## config.mk

```make
export PLATFORM = sky130hd
export DESIGN_NAME = dtc_top
export DESIGN_NICKNAME = d
export VERILOG_FILES = /design/src/dtc_pkg.sv /design/src/dtc_sync.sv /design/src/dtc_timer.sv /design/src/dtc_top.sv
export SDC_FILE = /design/constraint.sdc
export NUM_CORES = 1
export LEC_CHECK = 0
export ABC_AREA = 1
export BUFFER_PORTS_ARGS = -buffer_cell sky130_fd_sc_hd__buf_2
export CORE_UTILIZATION = 38
export CTS_CLUSTER_SIZE = 30
export DETAILED_ROUTE_END_ITERATION = 16
export GPL_ROUTABILITY_DRIVEN = 0
export PLACE_DENSITY = 0.64
export REMOVE_ABC_BUFFERS = 1
export SYNTH_ARGS = -nofsm -noshare
export SYNTH_HDL_FRONTEND = slang
export SYNTH_SLANG_ARGS = --single-unit
```

## constraint.sdc

```tcl
create_clock -name CLK_SYS_I -period 4.15 [get_ports CLK_SYS_I]
set_input_delay 0.83 -clock CLK_SYS_I [delete_from_list [all_inputs] [get_ports CLK_SYS_I]]
set_output_delay 0.83 -clock CLK_SYS_I [all_outputs]
set_load 0.01 [all_outputs]
```

## src/dtc_pkg.sv

```systemverilog
// package: constants, register map and types for the dual-channel temperature conversion controller
//
// Notes on behaviour
// - standby input low means standby, high runs
// - standby keeps results and thresholds unchanged
// - address select pins captured once after reset
// - started conversion does remote then local unprompted
// - both channels always converted, even unused ones
// - each channel integrates about sixty milliseconds
// - one eight-bit value per channel
// - results stored, compared with four thresholds
// - start by command or auto trigger, publish at end
// - busy bit set during conversion, cleared after
// - reads during conversion return previous results
// - interrupt output open drain, pulls low only
// - standby during conversion aborts, results discarded
// - hardware standby overrides software start commands
// - configuration halt bit gives software standby
// - results signed two's complement, one degree per lsb
package dtc_pkg;

  // ----------------------------------------------------------------------
  // timing
  // ----------------------------------------------------------------------
  localparam int unsigned CLK_FREQ_HZ       = 125_000_000;
  localparam int unsigned CHAN_TIME_MS      = 60;
  localparam int unsigned CHAN_CYCLES       = CLK_FREQ_HZ / 1000 * CHAN_TIME_MS;
  localparam int unsigned AUTO_PERIOD_MS    = 1000;
  localparam int unsigned AUTO_PERIOD_CYCLES = CLK_FREQ_HZ / 1000 * AUTO_PERIOD_MS;

  // ----------------------------------------------------------------------
  // register offsets (word addresses on the plain register port)
  // ----------------------------------------------------------------------
  localparam logic [3:0] REG_REMOTE_TEMP = 4'h0;
  localparam logic [3:0] REG_LOCAL_TEMP  = 4'h1;
  localparam logic [3:0] REG_STATUS      = 4'h2;
  localparam logic [3:0] REG_CONFIG      = 4'h3;
  localparam logic [3:0] REG_LOCAL_HIGH  = 4'h4;
  localparam logic [3:0] REG_LOCAL_LOW   = 4'h5;
  localparam logic [3:0] REG_REMOTE_HIGH = 4'h6;
  localparam logic [3:0] REG_REMOTE_LOW  = 4'h7;
  localparam logic [3:0] REG_ONE_SHOT    = 4'h8;
  localparam logic [3:0] REG_IRQ_MASK    = 4'h9;
  localparam logic [3:0] REG_ADDR        = 4'hA;

  // ----------------------------------------------------------------------
  // field positions
  // ----------------------------------------------------------------------
  localparam int unsigned ST_BUSY_BIT    = 7;
  localparam int unsigned ST_LHIGH_BIT   = 6;
  localparam int unsigned ST_LLOW_BIT    = 5;
  localparam int unsigned ST_RHIGH_BIT   = 4;
  localparam int unsigned ST_RLOW_BIT    = 3;
  localparam int unsigned ST_DONE_BIT    = 0;
  localparam int unsigned CFG_HALT_BIT   = 6;
  localparam int unsigned CFG_AUTO_BIT   = 0;
  localparam int unsigned EVT_WIDTH      = 5;

  // ----------------------------------------------------------------------
  // reset values
  // ----------------------------------------------------------------------
  localparam logic [7:0] TEMP_RST        = 8'h00;
  localparam logic [7:0] HIGH_RST        = 8'h46;
  localparam logic [7:0] LOW_RST         = 8'hC9;
  localparam logic [7:0] CONFIG_RST      = 8'h01;
  localparam logic [7:0] MASK_RST        = 8'h00;

  typedef enum logic [1:0] {
    DTC_IDLE,
    DTC_REMOTE,
    DTC_LOCAL
  } dtc_state_type;

endpackage

```

## src/dtc_sync.sv

```systemverilog
// two flip-flop synchroniser for asynchronous pin levels
`timescale 1ns/10ps
`default_nettype none
module dtc_sync
  import dtc_pkg::*;
#(
  parameter int unsigned WIDTH = 1
) (
  input  wire logic             clk_i,
  input  wire logic             rst_n_i,
  input  wire logic             en_i,
  input  wire logic [WIDTH-1:0] d_i,
  output logic      [WIDTH-1:0] q_o
);

  logic [WIDTH-1:0] meta;

  // ----------------------------------------------------------------------
  // first stage feeds only the second
  // ----------------------------------------------------------------------
  always_ff @(posedge clk_i or negedge rst_n_i) begin
    if (!rst_n_i) begin
      meta <= '0;
      q_o  <= '0;
    end else if (en_i) begin
      meta <= d_i;
      q_o  <= meta;
    end
  end

endmodule
`default_nettype wire

```

## src/dtc_timer.sv

```systemverilog
// loadable down counter that pulses when the interval expires
`timescale 1ns/10ps
`default_nettype none
module dtc_timer
  import dtc_pkg::*;
#(
  parameter int unsigned WIDTH = 24
) (
  input  wire logic             clk_i,
  input  wire logic             rst_n_i,
  input  wire logic             en_i,
  input  wire logic             load_i,
  input  wire logic             run_i,
  input  wire logic [WIDTH-1:0] count_i,
  output logic                  done_o
);

  logic [WIDTH-1:0] remain;

  // ----------------------------------------------------------------------
  // load restarts the interval, run lets it drain
  // ----------------------------------------------------------------------
  always_ff @(posedge clk_i or negedge rst_n_i) begin
    if (!rst_n_i) begin
      remain <= '0;
    end else if (en_i) begin
      if (load_i) begin
        remain <= count_i;
      end else if (run_i && remain != '0) begin
        remain <= remain - 1'b1;
      end
    end
  end

  // one cycle before zero, so a load of N gives N cycles exactly
  // not gated by load: the sequencer derives load from done, so that would loop
  assign done_o = run_i && (remain == WIDTH'(1));

endmodule
`default_nettype wire

```

## src/dtc_top.sv

```systemverilog
// conversion sequencer and register file of the dual-channel temperature controller
`timescale 1ns/10ps
`default_nettype none
module dtc_top
  import dtc_pkg::*;
#(
  parameter int unsigned CHAN_COUNT = CHAN_CYCLES,
  parameter int unsigned AUTO_COUNT = AUTO_PERIOD_CYCLES,
  parameter int unsigned CNT_WIDTH  = 28
) (
  input  wire logic       CLK_SYS_I,
  input  wire logic       RST_N_I,
  input  wire logic       CLK_EN_I,
  // pins
  input  wire logic       HW_STANDBY_IN_N_I,
  input  wire logic       ADDR_SELECT_0_I,
  input  wire logic       ADDR_SELECT_1_I,
  output logic            ALERT_OE_O,
  output logic            ALERT_O,
  // measurement front end
  input  wire logic [7:0] REMOTE_SAMPLE_I,
  input  wire logic [7:0] LOCAL_SAMPLE_I,
  output logic            ADC_ACTIVE_O,
  // register port
  input  wire logic [3:0] REG_ADDR_I,
  input  wire logic [7:0] REG_WDATA_I,
  input  wire logic       REG_WR_I,
  input  wire logic       REG_RD_I,
  output logic [7:0]      REG_RDATA_O,
  // decoded state
  output logic [1:0]      BUS_ADDRESS_O,
  output logic            IRQ_O
);

  // ----------------------------------------------------------------------
  // pin synchronisers
  // ----------------------------------------------------------------------
  logic [2:0] pins_sync;
  logic       standby_hw;
  logic [1:0] addr_sel;

  dtc_sync #(
    .WIDTH (3)
  ) u_sync (
    .clk_i   (CLK_SYS_I),
    .rst_n_i (RST_N_I),
    .en_i    (CLK_EN_I),
    .d_i     ({HW_STANDBY_IN_N_I, ADDR_SELECT_1_I, ADDR_SELECT_0_I}),
    .q_o     (pins_sync)
  );

  // low level on the pin is standby
  assign standby_hw = !pins_sync[2];
  assign addr_sel   = pins_sync[1:0];

  // ----------------------------------------------------------------------
  // address capture once after reset release
  // ----------------------------------------------------------------------
  // wait for the synchroniser to fill before trusting the pins
  logic [1:0] addr_wait;
  logic       addr_taken;

  always_ff @(posedge CLK_SYS_I or negedge RST_N_I) begin
    if (!RST_N_I) begin
      addr_wait     <= 2'h0;
      addr_taken    <= 1'b0;
      BUS_ADDRESS_O <= 2'h0;
    end else if (CLK_EN_I) begin
      if (!addr_taken) begin
        if (addr_wait == 2'h2) begin
          BUS_ADDRESS_O <= addr_sel;
          addr_taken    <= 1'b1;
        end else begin
          addr_wait <= addr_wait + 2'h1;
        end
      end
    end
  end

  // ----------------------------------------------------------------------
  // registers written by software
  // ----------------------------------------------------------------------
  logic [7:0] config_reg;
  logic [7:0] irq_mask;
  logic [7:0] local_high;
  logic [7:0] local_low;
  logic [7:0] remote_high;
  logic [7:0] remote_low;
  logic       one_shot_req;
  logic       halt_sw;
  logic       auto_mode;
  logic       standby;

  assign halt_sw   = config_reg[CFG_HALT_BIT];
  assign auto_mode = config_reg[CFG_AUTO_BIT];
  assign standby   = standby_hw || halt_sw;

  // thresholds change only by software writes, never by standby
  always_ff @(posedge CLK_SYS_I or negedge RST_N_I) begin
    if (!RST_N_I) begin
      config_reg  <= CONFIG_RST;
      irq_mask    <= MASK_RST;
      local_high  <= HIGH_RST;
      local_low   <= LOW_RST;
      remote_high <= HIGH_RST;
      remote_low  <= LOW_RST;
    end else if (CLK_EN_I && REG_WR_I) begin
      case (REG_ADDR_I)
        REG_CONFIG:      config_reg  <= REG_WDATA_I;
        REG_IRQ_MASK:    irq_mask    <= REG_WDATA_I;
        REG_LOCAL_HIGH:  local_high  <= REG_WDATA_I;
        REG_LOCAL_LOW:   local_low   <= REG_WDATA_I;
        REG_REMOTE_HIGH: remote_high <= REG_WDATA_I;
        REG_REMOTE_LOW:  remote_low  <= REG_WDATA_I;
        default: ;
      endcase
    end
  end

  // any write to the one-shot address requests a conversion
  assign one_shot_req = REG_WR_I && (REG_ADDR_I == REG_ONE_SHOT);

  // ----------------------------------------------------------------------
  // conversion sequencer
  // ----------------------------------------------------------------------
  dtc_state_type state;
  dtc_state_type next_state;
  logic          chan_done;
  logic          abort_conv;
  logic          start_conv;
  logic          chan_load;
  logic          auto_pending;
  logic [7:0]    remote_shadow;
  logic          finish;

  // hardware standby blocks even the one-shot; software halt does not
  assign start_conv = !standby_hw &&
                      ((one_shot_req) || (auto_pending && !halt_sw));
  // pin standby or a write setting halt cuts a running conversion;
  // a halt already set still lets a one-shot run to its end
  assign abort_conv = standby_hw ||
                      (REG_WR_I && REG_ADDR_I == REG_CONFIG && REG_WDATA_I[CFG_HALT_BIT]);
  assign finish     = (state == DTC_LOCAL) && chan_done && !abort_conv;

  // sequencer moves remote then local with no further command
  always_comb begin
    next_state = state;
    case (state)
      DTC_IDLE: begin
        if (start_conv) begin
          next_state = DTC_REMOTE;
        end
      end
      DTC_REMOTE: begin
        if (abort_conv) begin
          next_state = DTC_IDLE;
        end else if (chan_done) begin
          next_state = DTC_LOCAL;
        end
      end
      DTC_LOCAL: begin
        if (abort_conv || chan_done) begin
          next_state = DTC_IDLE;
        end
      end
      default: next_state = DTC_IDLE;
    endcase
  end

  always_ff @(posedge CLK_SYS_I or negedge RST_N_I) begin
    if (!RST_N_I) begin
      state <= DTC_IDLE;
    end else if (CLK_EN_I) begin
      state <= next_state;
    end
  end

  // a fresh interval per channel
  assign chan_load = (state == DTC_IDLE && next_state == DTC_REMOTE) ||
                     (state == DTC_REMOTE && next_state == DTC_LOCAL);

  dtc_timer #(
    .WIDTH (CNT_WIDTH)
  ) u_chan_timer (
    .clk_i   (CLK_SYS_I),
    .rst_n_i (RST_N_I),
    .en_i    (CLK_EN_I),
    .load_i  (chan_load),
    .run_i   (state != DTC_IDLE),
    .count_i (CNT_WIDTH'(CHAN_COUNT)),
    .done_o  (chan_done)
  );

  // ----------------------------------------------------------------------
  // auto-convert rate timer
  // ----------------------------------------------------------------------
  logic [CNT_WIDTH-1:0] auto_cnt;

  // the period runs only in auto mode outside standby
  always_ff @(posedge CLK_SYS_I or negedge RST_N_I) begin
    if (!RST_N_I) begin
      auto_cnt     <= '0;
      auto_pending <= 1'b1;
    end else if (CLK_EN_I) begin
      if (!auto_mode || standby) begin
        auto_cnt     <= '0;
        auto_pending <= auto_mode;
      end else if (start_conv && state == DTC_IDLE) begin
        auto_cnt     <= '0;
        auto_pending <= 1'b0;
      end else if (auto_cnt == CNT_WIDTH'(AUTO_COUNT - 1)) begin
        auto_cnt     <= '0;
        auto_pending <= 1'b1;
      end else begin
        auto_cnt <= auto_cnt + 1'b1;
      end
    end
  end

  // ----------------------------------------------------------------------
  // results: remote held aside until both channels are done
  // ----------------------------------------------------------------------
  logic [7:0] remote_temp;
  logic [7:0] local_temp;

  always_ff @(posedge CLK_SYS_I or negedge RST_N_I) begin
    if (!RST_N_I) begin
      remote_shadow <= TEMP_RST;
    end else if (CLK_EN_I && state == DTC_REMOTE && chan_done) begin
      remote_shadow <= REMOTE_SAMPLE_I;
    end
  end

  // published together, so readers never see a half-updated pair
  always_ff @(posedge CLK_SYS_I or negedge RST_N_I) begin
    if (!RST_N_I) begin
      remote_temp <= TEMP_RST;
      local_temp  <= TEMP_RST;
    end else if (CLK_EN_I && finish) begin
      remote_temp <= remote_shadow;
      local_temp  <= LOCAL_SAMPLE_I;
    end
  end

  // ----------------------------------------------------------------------
  // threshold comparison and sticky status
  // ----------------------------------------------------------------------
  logic [EVT_WIDTH-1:0] events;
  logic [EVT_WIDTH-1:0] flags;
  logic [EVT_WIDTH-1:0] clear_bits;
  logic [7:0]           status_byte;

  // signed compare on fresh values, same cycle as publication
  assign events[4] = finish && ($signed(LOCAL_SAMPLE_I) > $signed(local_high));
  assign events[3] = finish && ($signed(LOCAL_SAMPLE_I) < $signed(local_low));
  assign events[2] = finish && ($signed(remote_shadow) > $signed(remote_high));
  assign events[1] = finish && ($signed(remote_shadow) < $signed(remote_low));
  assign events[0] = finish;

  assign clear_bits = {REG_WDATA_I[ST_LHIGH_BIT], REG_WDATA_I[ST_LLOW_BIT],
                       REG_WDATA_I[ST_RHIGH_BIT], REG_WDATA_I[ST_RLOW_BIT],
                       REG_WDATA_I[ST_DONE_BIT]};

  // set wins over a write-one clear in the same cycle
  genvar g;
  generate
    for (g = 0; g < EVT_WIDTH; g++) begin : g_flag
      always_ff @(posedge CLK_SYS_I or negedge RST_N_I) begin
        if (!RST_N_I) begin
          flags[g] <= 1'b0;
        end else if (CLK_EN_I) begin
          if (events[g]) begin
            flags[g] <= 1'b1;
          end else if (REG_WR_I && REG_ADDR_I == REG_STATUS && clear_bits[g]) begin
            flags[g] <= 1'b0;
          end
        end
      end
    end
  endgenerate

  always_comb begin
    status_byte                = 8'h00;
    status_byte[ST_BUSY_BIT]   = (state != DTC_IDLE);
    status_byte[ST_LHIGH_BIT]  = flags[4];
    status_byte[ST_LLOW_BIT]   = flags[3];
    status_byte[ST_RHIGH_BIT]  = flags[2];
    status_byte[ST_RLOW_BIT]   = flags[1];
    status_byte[ST_DONE_BIT]   = flags[0];
  end

  // ----------------------------------------------------------------------
  // interrupt and open-drain alert
  // ----------------------------------------------------------------------
  logic irq_level;

  assign irq_level = |(status_byte & irq_mask & ~(8'h01 << ST_BUSY_BIT));

  always_ff @(posedge CLK_SYS_I or negedge RST_N_I) begin
    if (!RST_N_I) begin
      IRQ_O <= 1'b0;
    end else if (CLK_EN_I) begin
      IRQ_O <= irq_level;
    end
  end

  // pin only ever driven low; the pull-up makes it high
  assign ALERT_O    = 1'b0;
  assign ALERT_OE_O = IRQ_O;

  assign ADC_ACTIVE_O = (state != DTC_IDLE);

  // ----------------------------------------------------------------------
  // read data, one cycle after the strobe
  // ----------------------------------------------------------------------
  always_ff @(posedge CLK_SYS_I or negedge RST_N_I) begin
    if (!RST_N_I) begin
      REG_RDATA_O <= 8'h00;
    end else if (CLK_EN_I) begin
      if (REG_RD_I) begin
        case (REG_ADDR_I)
          REG_REMOTE_TEMP: REG_RDATA_O <= remote_temp;
          REG_LOCAL_TEMP:  REG_RDATA_O <= local_temp;
          REG_STATUS:      REG_RDATA_O <= status_byte;
          REG_CONFIG:      REG_RDATA_O <= config_reg;
          REG_LOCAL_HIGH:  REG_RDATA_O <= local_high;
          REG_LOCAL_LOW:   REG_RDATA_O <= local_low;
          REG_REMOTE_HIGH: REG_RDATA_O <= remote_high;
          REG_REMOTE_LOW:  REG_RDATA_O <= remote_low;
          REG_IRQ_MASK:    REG_RDATA_O <= irq_mask;
          REG_ADDR:        REG_RDATA_O <= {6'h00, BUS_ADDRESS_O};
          default:         REG_RDATA_O <= 8'h00;
        endcase
      end else begin
        REG_RDATA_O <= 8'h00;
      end
    end
  end

endmodule
`default_nettype wire

```

# Word-level counts from Yosys, hierarchy flattened
# Index checks and enable logic that the tools add are counted.
dict set report classes {
  n_addsub 3
  mux 27
  n_eq_ne 17
  reduce_logical 63
  order_cmp 4
  n_bitwise 3
}
# operator count
set op_table {}
lappend op_table {{$mux W28} 5}
lappend op_table {{$pmux W8 S10} 1}
lappend op_table {{$add A28 B1 Y28 const B} 1}
lappend op_table {{$eq A28 B1 Y1 const B} 1}
lappend op_table {{$eq A28 B27 Y1 const B} 1}
lappend op_table {{$reduce_bool A28 Y1} 1}
lappend op_table {{$sub A28 B1 Y28 const B} 1}
lappend op_table {{$logic_and A1 B1 Y1} 26}
lappend op_table {{$reduce_and A2 Y1} 13}
lappend op_table {{$eq A4 B3 Y1 const B} 4}
lappend op_table {{$gt A8 B8 Y1} 2}
lappend op_table {{$lt A8 B8 Y1} 2}
lappend op_table {{$mux W1} 15}
lappend op_table {{$reduce_bool A2 Y1} 7}
lappend op_table {{$eq A4 B4 Y1 const B} 3}
lappend op_table {{$eq A4 B2 Y1 const B} 2}
lappend op_table {{$mux W2} 4}
lappend op_table {{$mux W8} 1}
lappend op_table {{$and A7 B7 Y7} 1}
lappend op_table {{$reduce_or A7 Y1} 1}
lappend op_table {{$eq A2 B2 Y1 const B} 3}
lappend op_table {{$logic_or A1 B1 Y1} 6}
lappend op_table {{$pmux W2 S3} 1}
lappend op_table {{$reduce_and A3 Y1} 2}
lappend op_table {{other kinds (8)} 13}
dict set report totals {
  reg_bits 156
  word_cells 142
  in_bits 36
}

# Longest topological paths before layout
# Gate-level depths: netlist of run 1.
dict set report depth {
  ltp_word 12
  mapped_depth 12
  ltp_nobuf 11
}

# Modules after synthesis
# A second synthesis of run 1 with hierarchy kept.
dict set report hier_totals {
  hier_cells 1296
  hier_area_um2 9288.9
}
# module instances area_per_inst_um2 cells_each seq_area_each_um2
set by_module_without_submodules {}
lappend by_module_without_submodules {dtc_top 1 6831.6 903 3072.9}
lappend by_module_without_submodules {dtc_timer 1 2235.9 368 700.7}
lappend by_module_without_submodules {dtc_sync 1 221.5 25 150.1}

# Worst setup path before layout of run 1
# OpenSTA, ideal clock, no wires.
dict set report synth_timing {
  kind {input -> register}
  start {in REG_ADDR_I[3]}
  end {reg auto_cnt[16]}
  arrival_ps 1884
  path_buffers 1
  stages 10
  t_required_ps 4029
  setup_time_ps 121
  path_slack_ps 2145
  path_cell_list {inv_1 nor2_1 nand3_1 nand2_1 a21boi_0 nand2_1 nand2_1 inv_1 buf_2 nor2_1}
}
dict set report synth_via {
  elab_chain_cells 7
}
# item line_no
set synth_rtl {}
lappend synth_rtl {{start: declaration} dtc_top.sv:25} ;# input wire logic [3:0] REG_ADDR_I,
lappend synth_rtl {{$eq A4 B4 Y1} dtc_top.sv:121} ;# assign one_shot_req = REG_WR_I && (REG_ADDR_I == REG_ONE_SHOT);
lappend synth_rtl {{$logic_and A1 B1 Y1} dtc_top.sv:121}
lappend synth_rtl {{$logic_or A1 B1 Y1} dtc_top.sv:138} ;# ((one_shot_req) || (auto_pending && !halt_sw));
lappend synth_rtl {{$logic_and A1 B1 Y1} dtc_top.sv:137} ;# assign start_conv = !standby_hw &&
lappend synth_rtl {{$logic_and A1 B1 Y1} dtc_top.sv:208} ;# end else if (start_conv && state == DTC_IDLE) begin
lappend synth_rtl {{$mux W28} dtc_top.sv:208}
lappend synth_rtl {{$mux W28} dtc_top.sv:205} ;# if (!auto_mode || standby) begin
lappend synth_rtl {{end signal: assignment} dtc_top.sv:215} ;# auto_cnt <= auto_cnt + 1'b1;
lappend synth_rtl {{end: declaration} dtc_top.sv:197} ;# logic [CNT_WIDTH-1:0] auto_cnt;
# No other way between the ends.
# A chain may end at the register's enable or synchronous reset.

# Worst setup path after layout of run 1
dict set report layout_timing {
  start {in REG_ADDR_I[3]}
  end {reg u_chan_timer.remain[21]}
}
dict set report layout_via {
  elab_chain_cells 12
  elab_cells_between_ends 21
  classes_between {4 x eq/ne; 5 x mux; 12 x reduce/logical}
}
# item line_no
set layout_rtl {}
lappend layout_rtl {{$eq A4 B2 Y1} dtc_top.sv:142} ;# (REG_WR_I && REG_ADDR_I == REG_CONFIG && REG_WDATA_I[CFG_HALT_BIT]);
lappend layout_rtl {{$logic_and A1 B1 Y1 (2 in series)} dtc_top.sv:142}
lappend layout_rtl {{$logic_or A1 B1 Y1} dtc_top.sv:141} ;# assign abort_conv = standby_hw ||
lappend layout_rtl {{$logic_or A1 B1 Y1} dtc_top.sv:162} ;# if (abort_conv || chan_done) begin
lappend layout_rtl {{$mux W2} dtc_top.sv:162}
lappend layout_rtl {{$pmux W2 S3 *} dtc_top.sv:148} ;# case (state)
lappend layout_rtl {{$eq A2 B1 Y1 or $eq A2 B2 Y1 (tied branches)} {dtc_top.sv:179, dtc_top.sv:180}}
lappend layout_rtl {{$logic_and A1 B1 Y1 (on tied branches)} {dtc_top.sv:179, dtc_top.sv:180}}
lappend layout_rtl {{$logic_or A1 B1 Y1 *} dtc_top.sv:179} ;# assign chan_load = (state == DTC_IDLE && next_state == DTC_REMOTE) ||
lappend layout_rtl {{$reduce_bool A2 Y1 (no source line)} -}
lappend layout_rtl {{$reduce_and A2 Y1 (no source line)} -}
lappend layout_rtl {{end signal: assignment} dtc_timer.sv:28} ;# remain <= count_i;
lappend layout_rtl {{end signal: assignment} dtc_timer.sv:30} ;# remain <= remain - 1'b1;
lappend layout_rtl {{end: declaration} dtc_timer.sv:18} ;# logic [WIDTH-1:0] remain;
# Mark *: on every way between the ends. The rest lies on a longest branch, timed or not.

==> flow_summary_export.csv, run 1 <==
group,metric,value,unit
worst_setup_path,crit_path_start,"REG_ADDR_I[3]",
worst_setup_path,start_kind,"input pin",
synth,yosys.area.top_type,"dfrtp_1",
finish,final_nets,1341,
die,die_area,24410,um^2
die,coreArea,23400,um^2
synth,ys_seq_elements,156,
synth,synth_seq_area_share,0.4340,
timing,slew_headroom,0.5102,
clock_network,postCtsSetupBuffers,0,
clock_network,clk_latency,0.43,ns
run_status,status,"completed",
clock_network,cts_tree,"built",
timing,tns,0,ns
timing,setup_slack,1.651,ns
clock_network,cts.repair.resized,0,
placed_design,dp_hpwl,17080,um
synth,syn_area,9040,um^2
worst_setup_path,cp_max_fo,28,
worst_hold_path,min_path_type,"in2async",
global_routing,grt_max_degree,83,
clock_network,ctsHtreeMaxLevel,4,
timing,setup_viol,0,
clock_network,hold_buffers,0,
synth,ys_top_cells_by_count,"nand2_1, inv_1, dfrtp_1",
placed_design,dp_slack,1.222,ns
global_routing,grtUsageTotal,0.2033,
drt,via_per_inst,4.981,
global_routing,grt_pass1_wl,38670,um
synth,syn_avg_cell_area,7.356,um^2
clock_network,cts_sinks,156,
synth,postSynthCellCount,1229,
die,start_util,0.3863,
pwr,finalPower,4.826,mW
timing,maxSlewViolCount,0,
worst_setup_path,path_class,"in2reg",
clock_network,cts_buffer_depth,2,
pwr,power.density,477.5,nW/um^2
finish,n_fill_cell,2437,
global_routing,antenna_found_initial,0,
finish,drive_gt1_frac,0.09041,
finish,area_growth_syn_to_layout,11.81,%
timing,finClkSkew,0.01745,ns
synth,yosysMostFrequentCell,"nand2_1",
pwr,ir_drop,0.0002515,V
worst_setup_path,regToRegSetupSlack,1.85,ns
drt,drc,0,
clock_network,clockRootBuffer,"clkbuf_16",
timing,rsz0062_at_grt,"false",
job,drv_cap,0,
die,die_w,156.2,um
drt,postRouteAntennaNets,0,
timing,worstMarginPinSlew,0.7348,ns
synth,synth_enable_flop_cells,0,
finish,reg_top3,"auto_cnt: 28 flops, u_chan_timer.remain: 28 flops",
worst_setup_path,endpoint_kind,"flop",
drt,drt_iter0_markers,576,
synth,synthArstFlopShare,1.000,
synth,yosysTopAreaCellShare,0.3875,
die,ios,50,
clock_network,clk_pin_slew,0.07,ns
worst_setup_path,crit_required,4.45,ns
drt,via_count,7979,
clock_network,cts_made_buffers,17,
timing,min_period,2.499,ns
pwr,p_leak,5.101,nW
timing,hold_viol,0,
worst_setup_path,worstPathArrival,2.80,ns
placed_design,port_buffers,48,
synth,ys_warn_count,0,
synth,ys.flop_type,"dfrtp_1",
drt,routed_wl,23410,um
timing,timing.fmax,400.1,MHz
drt,post_drt_wl_per_cell,14.61,um
timing,period_share,0.6022,
die,row_count,56,
synth,synth.area.top_cells,"dfrtp_1, nand2_1, inv_1",
drt,first_pass_iters,6,
worst_setup_path,rr_startpoint,"u_chan_timer.remain[12]",
die,die_h,156.2,um
finish,antenna_cells,0,
synth,synth.distinct_cells,44,
global_routing,grt_pass1_vias,7594,
timing,fin_hold_ws,0.4122,ns
global_routing,grt-ovfl-total,0,
## worst max-delay path, cell delays in order
cell and delay (ns):
buf_2 0.12, inv_1 0.05, nor2_1 0.21, nand3_1 0.16, nand2_1 0.10, nand2_1 0.38
nand3_4 0.46, nand2_4 0.27, nand2_1 0.13, nand2_1 0.06
## per-stage QoR
stage,util,instances,instance area (um^2)
after floorplan,-,1200,8889
after global placement,0.4089,1570,9569
after detailed placement,0.4089,1570,9569
after CTS,0.4319,1602,10110
after global routing,0.4319,1602,10110
final,0.4319,1602,10110
## cell type report
cell class / instances / area [um^2] / share of cell area
repair buffers: 51 / 281.5 / 0.02785
well taps: 319 / 399.1 / 0.03949
clock buffers: 19 / 432.9 / 0.04283
flip-flops and latches: 156 / 3924 / 0.3882
multi-input cells: 872 / 4319 / 0.4273
clock inverters: 13 / 105.1 / 0.01040
inverters: 172 / 645.6 / 0.06388
## routing by layer
layer	vias up	GRT usage	wire (um)	share of wire
met5	-	0	0	0
li1	4012	-	-	-
met4	0	0.05929	473	0.020
met1	3712	0.2652	10600	0.45
met2	227	0.3457	11240	0.48
met3	28	0.03323	1102	0.047
## report_power, final
part	internal, mW	total (mW)	leakage [nW]	switching [mW]
combinational	0.485	1.38	2.86	0.891
sequential	1.76	1.99	1.97	0.227
clock	0.780	1.46	0.269	0.680
total	3.03	4.83	5.10	1.80
## kinds of logic (layout without fill, tap and decap cells)
| logic type | Yosys count | count (layout) | share of synthesized area |
|---|---|---|---|
| XOR/XNOR | 25 | 25 | 0.02422 |
| flip-flops | 156 | 156 | 0.4340 |
| buffers and inverters | 201 | 255 | 0.08817 |
| AO/OA/AOI/OAI | 172 | 172 | 0.1041 |
| AND/OR/NAND/NOR | 639 | 639 | 0.3006 |
| other | 1 | 1 | 0.0004148 |
| adder cells (fa/ha/maj) | 35 | 35 | 0.04844 |
## cell usage in the layout (no fill, tap or decap), types with 15 or more instances in the layout
cell type,synthesis,final
a21oi_1,29,29
buf_2,6,47
clkbuf_16,0,17
dfrtp_1,140,140
dfstp_2,16,16
ha_1,35,35
inv_1,170,170
nand2_1,361,361
nand3_1,67,67
nand4_1,26,26
nor2_1,133,133
nor3_1,18,18
o21ai_0,97,97
o22ai_1,15,15
xor2_1,23,23
## worst paths after layout
check                                                to  depth (start not counted)
worst min register to register               addr_taken                          2
worst min-delay path                       auto_cnt[13]                          1
worst max register to register  u_chan_timer.remain[21]                         10
min in group CLK_SYS_I                       addr_taken                          2
max in group asynchronous                remote_high[6]                          2
worst max-delay path            u_chan_timer.remain[21]                         10
Power figures use the tool's default switching activity.
==> inputs of run 2 (changes only) <==
- ABC_AREA: 1 -> 0
- clock period: 4.15 -> 2.6 ns (I/O delays scaled with it)
==> flow_summary_export.csv, run 2 <==
group,metric,value,unit
timing,worstMarginPinSlew,0.8002,ns
worst_setup_path,start_kind,"flop",
synth,synth_fa_ha_area_frac,0.05166,
synth,syn_area,8477,um^2
pwr,power.density,711.9,nW/um^2
finish,n_fill_cell,2029,
finish,fin_util,0.4576,
drt,via_per_inst,5.563,
worst_hold_path,min_path_type,"in2async",
global_routing,grt_use_met3,0.03645,
global_routing,use_met2,0.3110,
timing,maxSlewViolCount,0,
drt,drt_iter0_markers,501,
finish,final_nets,1008,
clock_network,clk_latency,0.44,ns
drt,postRouteAntennaNets,0,
pwr,ir_drop,0.0004805,V
synth,ys_warn_count,0,
worst_setup_path,cp_max_fo,6,
clock_network,clk_pin_slew,0.07,ns
timing,fin_hold_ws,0.07945,ns
clock_network,ctsHtreeMaxLevel,4,
synth,postSynthCellCount,851,
pwr,p_leak,4.516,nW
finish,drive_gt1_frac,0.2337,
clock_network,cts_sinks,156,
synth,ys_seq_elements,156,
clock_network,clockRootBuffer,"clkbuf_16",
timing,rsz0062_at_grt,"false",
worst_setup_path,path_class,"reg2reg",
finish,fin_area,9986,um^2
drt,routed_wl,21880,um
finish,reg_top3,"auto_cnt: 28 flops, u_chan_timer.remain: 28 flops",
worst_setup_path,worstPathArrival,2.81,ns
synth,ys_top_cells_by_count,"dfrtp_1, nand2_1, nor2_1",
placed_design,port_buffers,48,
synth,ys.flop_type,"dfrtp_1",
pwr,power.switching,2.117,mW
global_routing,grt_pass1_wl,35620,um
job,drv_cap,0,
die,die_w,151.4,um
die,start_util,0.3884,
pwr,clkPwrFrac,0.370,
synth,yosys.area_share.simple,0.1877,
synth,yosysMostFrequentCell,"dfrtp_1",
pwr,p_sw_frac,0.2978,
worst_setup_path,endpoint_kind,"flop",
timing,slew_headroom,0.4624,
finish,mostFrequentLayoutCell,"dfrtp_1",
drt,post_drt_wl_per_cell,17.77,um
pwr,internal_power,4.992,mW
global_routing,grt_pass1_vias,6546,
timing,period_share,0.9454,
timing,tns,0,ns
finish,multi_input_comb_area,4212,um^2
drt,first_pass_iters,5,
synth,synth_enable_flop_cells,0,
worst_setup_path,crit_path_start,"u_chan_timer.remain[25]",
synth,synth_compound_area_frac,0.1411,
timing,min_period,2.458,ns
synth,synth_top_family_by_area,"simple AND/OR/NAND/NOR gates",
timing,finClkSkew,0.01345,ns
timing,timing.fmax,406.8,MHz
timing,hold_viol,0,
worst_setup_path,crit_required,2.96,ns
global_routing,grt-ovfl-total,0,
worst_setup_path,rr_startpoint,"u_chan_timer.remain[25]",
drt,via_count,6848,
clock_network,hold_buffers,0,
pwr,finalPower,7.109,mW
clock_network,cts_tree,"built",
synth,synth_seq_area_share,0.4629,
global_routing,antenna_found_initial,1,
pwr,comb_power_share,0.200,
die,coreArea,21820,um^2
pwr,pwr-share-seq,0.430,
finish,area_growth_syn_to_layout,17.80,%
finish,final_cell_mix,"dfrtp_1, nand2_1, nor2_1",
placed_design,dpl_cell_area,9316,um^2
synth,synth.area.top_cells,"dfrtp_1, mux2_2, ha_1",
die,row_count,54,
placed_design,dp_hpwl,15880,um
timing,setup_viol,0,
drt,drc,0,
die,die_h,151.4,um
global_routing,use_met1,0.2931,
run_status,status,"completed",
finish,seqCellArea,3925,um^2
synth,synth_mux_area_frac,0.09063,
die,ios,50,
global_routing,grt_max_degree,69,
clock_network,cts_made_buffers,17,
global_routing,grtUsageTotal,0.2037,
global_routing,grt-busiest-layer,"met2",
synth,yosysTopAreaCellShare,0.4133,
clock_network,cts_buffer_depth,2,
synth,syn_avg_cell_area,9.961,um^2
die,die_area,22910,um^2
synth,synth_xor_area_frac,0.02376,
synth,synthArstFlopShare,1.000,
synth,yosys.area.top_type,"dfrtp_1",
synth,synth.distinct_cells,72,
## run 2: changes by cell type after synthesis, sizes merged, moves of 9 or more
| cell | before | now |
|---|---|---|
| nor2b | 0 | 12 |
| mux2 | 0 | 62 |
| or3 | 0 | 10 |
| nand2 | 366 | 72 |
| nor2 | 138 | 65 |
| nor4 | 2 | 12 |
| inv | 172 | 52 |
| nand4 | 26 | 17 |
| nand3 | 70 | 34 |
| o21ai | 106 | 50 |
| a22oi | 0 | 15 |
## run 2: repair_timing
item | 4_1_cts | 5_1_grt
pin swaps | 1 | 4
buffers inserted | 3 | 2
gates resized for setup | 0 | 4
endpoints found under the setup margin | 1 | 25
## run 2: layout make-up
type / instances / share of cell area
diodes: 1 / 0.0002506
clock buffers: 19 / 0.04536
clock inverters: 13 / 0.01629
inverters: 53 / 0.01992
multi-input cells: 608 / 0.4218
flip-flops and latches: 156 / 0.3931
well taps: 280 / 0.03508
repair buffers: 101 / 0.06829
## run 2: final timing paths
kind                            depth (start not counted)                       to  slack (ns)
min in group CLK_SYS_I                                  2         remote_shadow[7]        0.31
worst max register to register                          7  u_chan_timer.remain[18]        0.14
max in group asynchronous                               2             auto_pending        1.75
worst min-delay path                                    1         remote_shadow[7]        0.08
worst max-delay path                                    7  u_chan_timer.remain[18]        0.14
worst min register to register                          1               addr_taken        0.47
## run 2: through the flow
stage               cells  setup WS, ns
floorplan             817       0.07726
global placement     1193       0.03442
detailed placement   1193      -0.01234
CTS                  1228       0.03076
global route         1231       0.01353
finish               1231        0.1420
## run 2: critical path, cell delays in order, from the launching register on
cell and delay (ns):
dfrtp_1 0.43, nor4_4 0.37, nand4_1 0.22, nor4_4 0.44, a211oi_4 0.10, buf_4 0.18
or4b_1 0.49, a21oi_1 0.15
## run 2: kinds of logic after synthesis
logic type,after synthesis
fa+ha+maj,35
xor+xnor,23
simple gates,301
other cells,1
flops,156
buf+inv,87
compound gates,179
mux,69
## run 2: power by group through the flow
stage / sequential [mW] / clock [mW] / combinational (mW)
after CTS: 3.05 / 2.67 / 1.43
final: 3.06 / 2.63 / 1.42
after global placement: 3.08 / 0 / 1.37
after floorplan: 3.02 / 0 / 0.868
after global routing: 3.09 / 2.77 / 1.60
after detailed placement: 3.09 / 0 / 1.41
## run 2: per-layer routing
metal  vias up  part of all wire
li1       3275                 -
met1      3378              0.48
met2       177              0.46
met3        18             0.049
met4         0             0.013
met5         -                 0
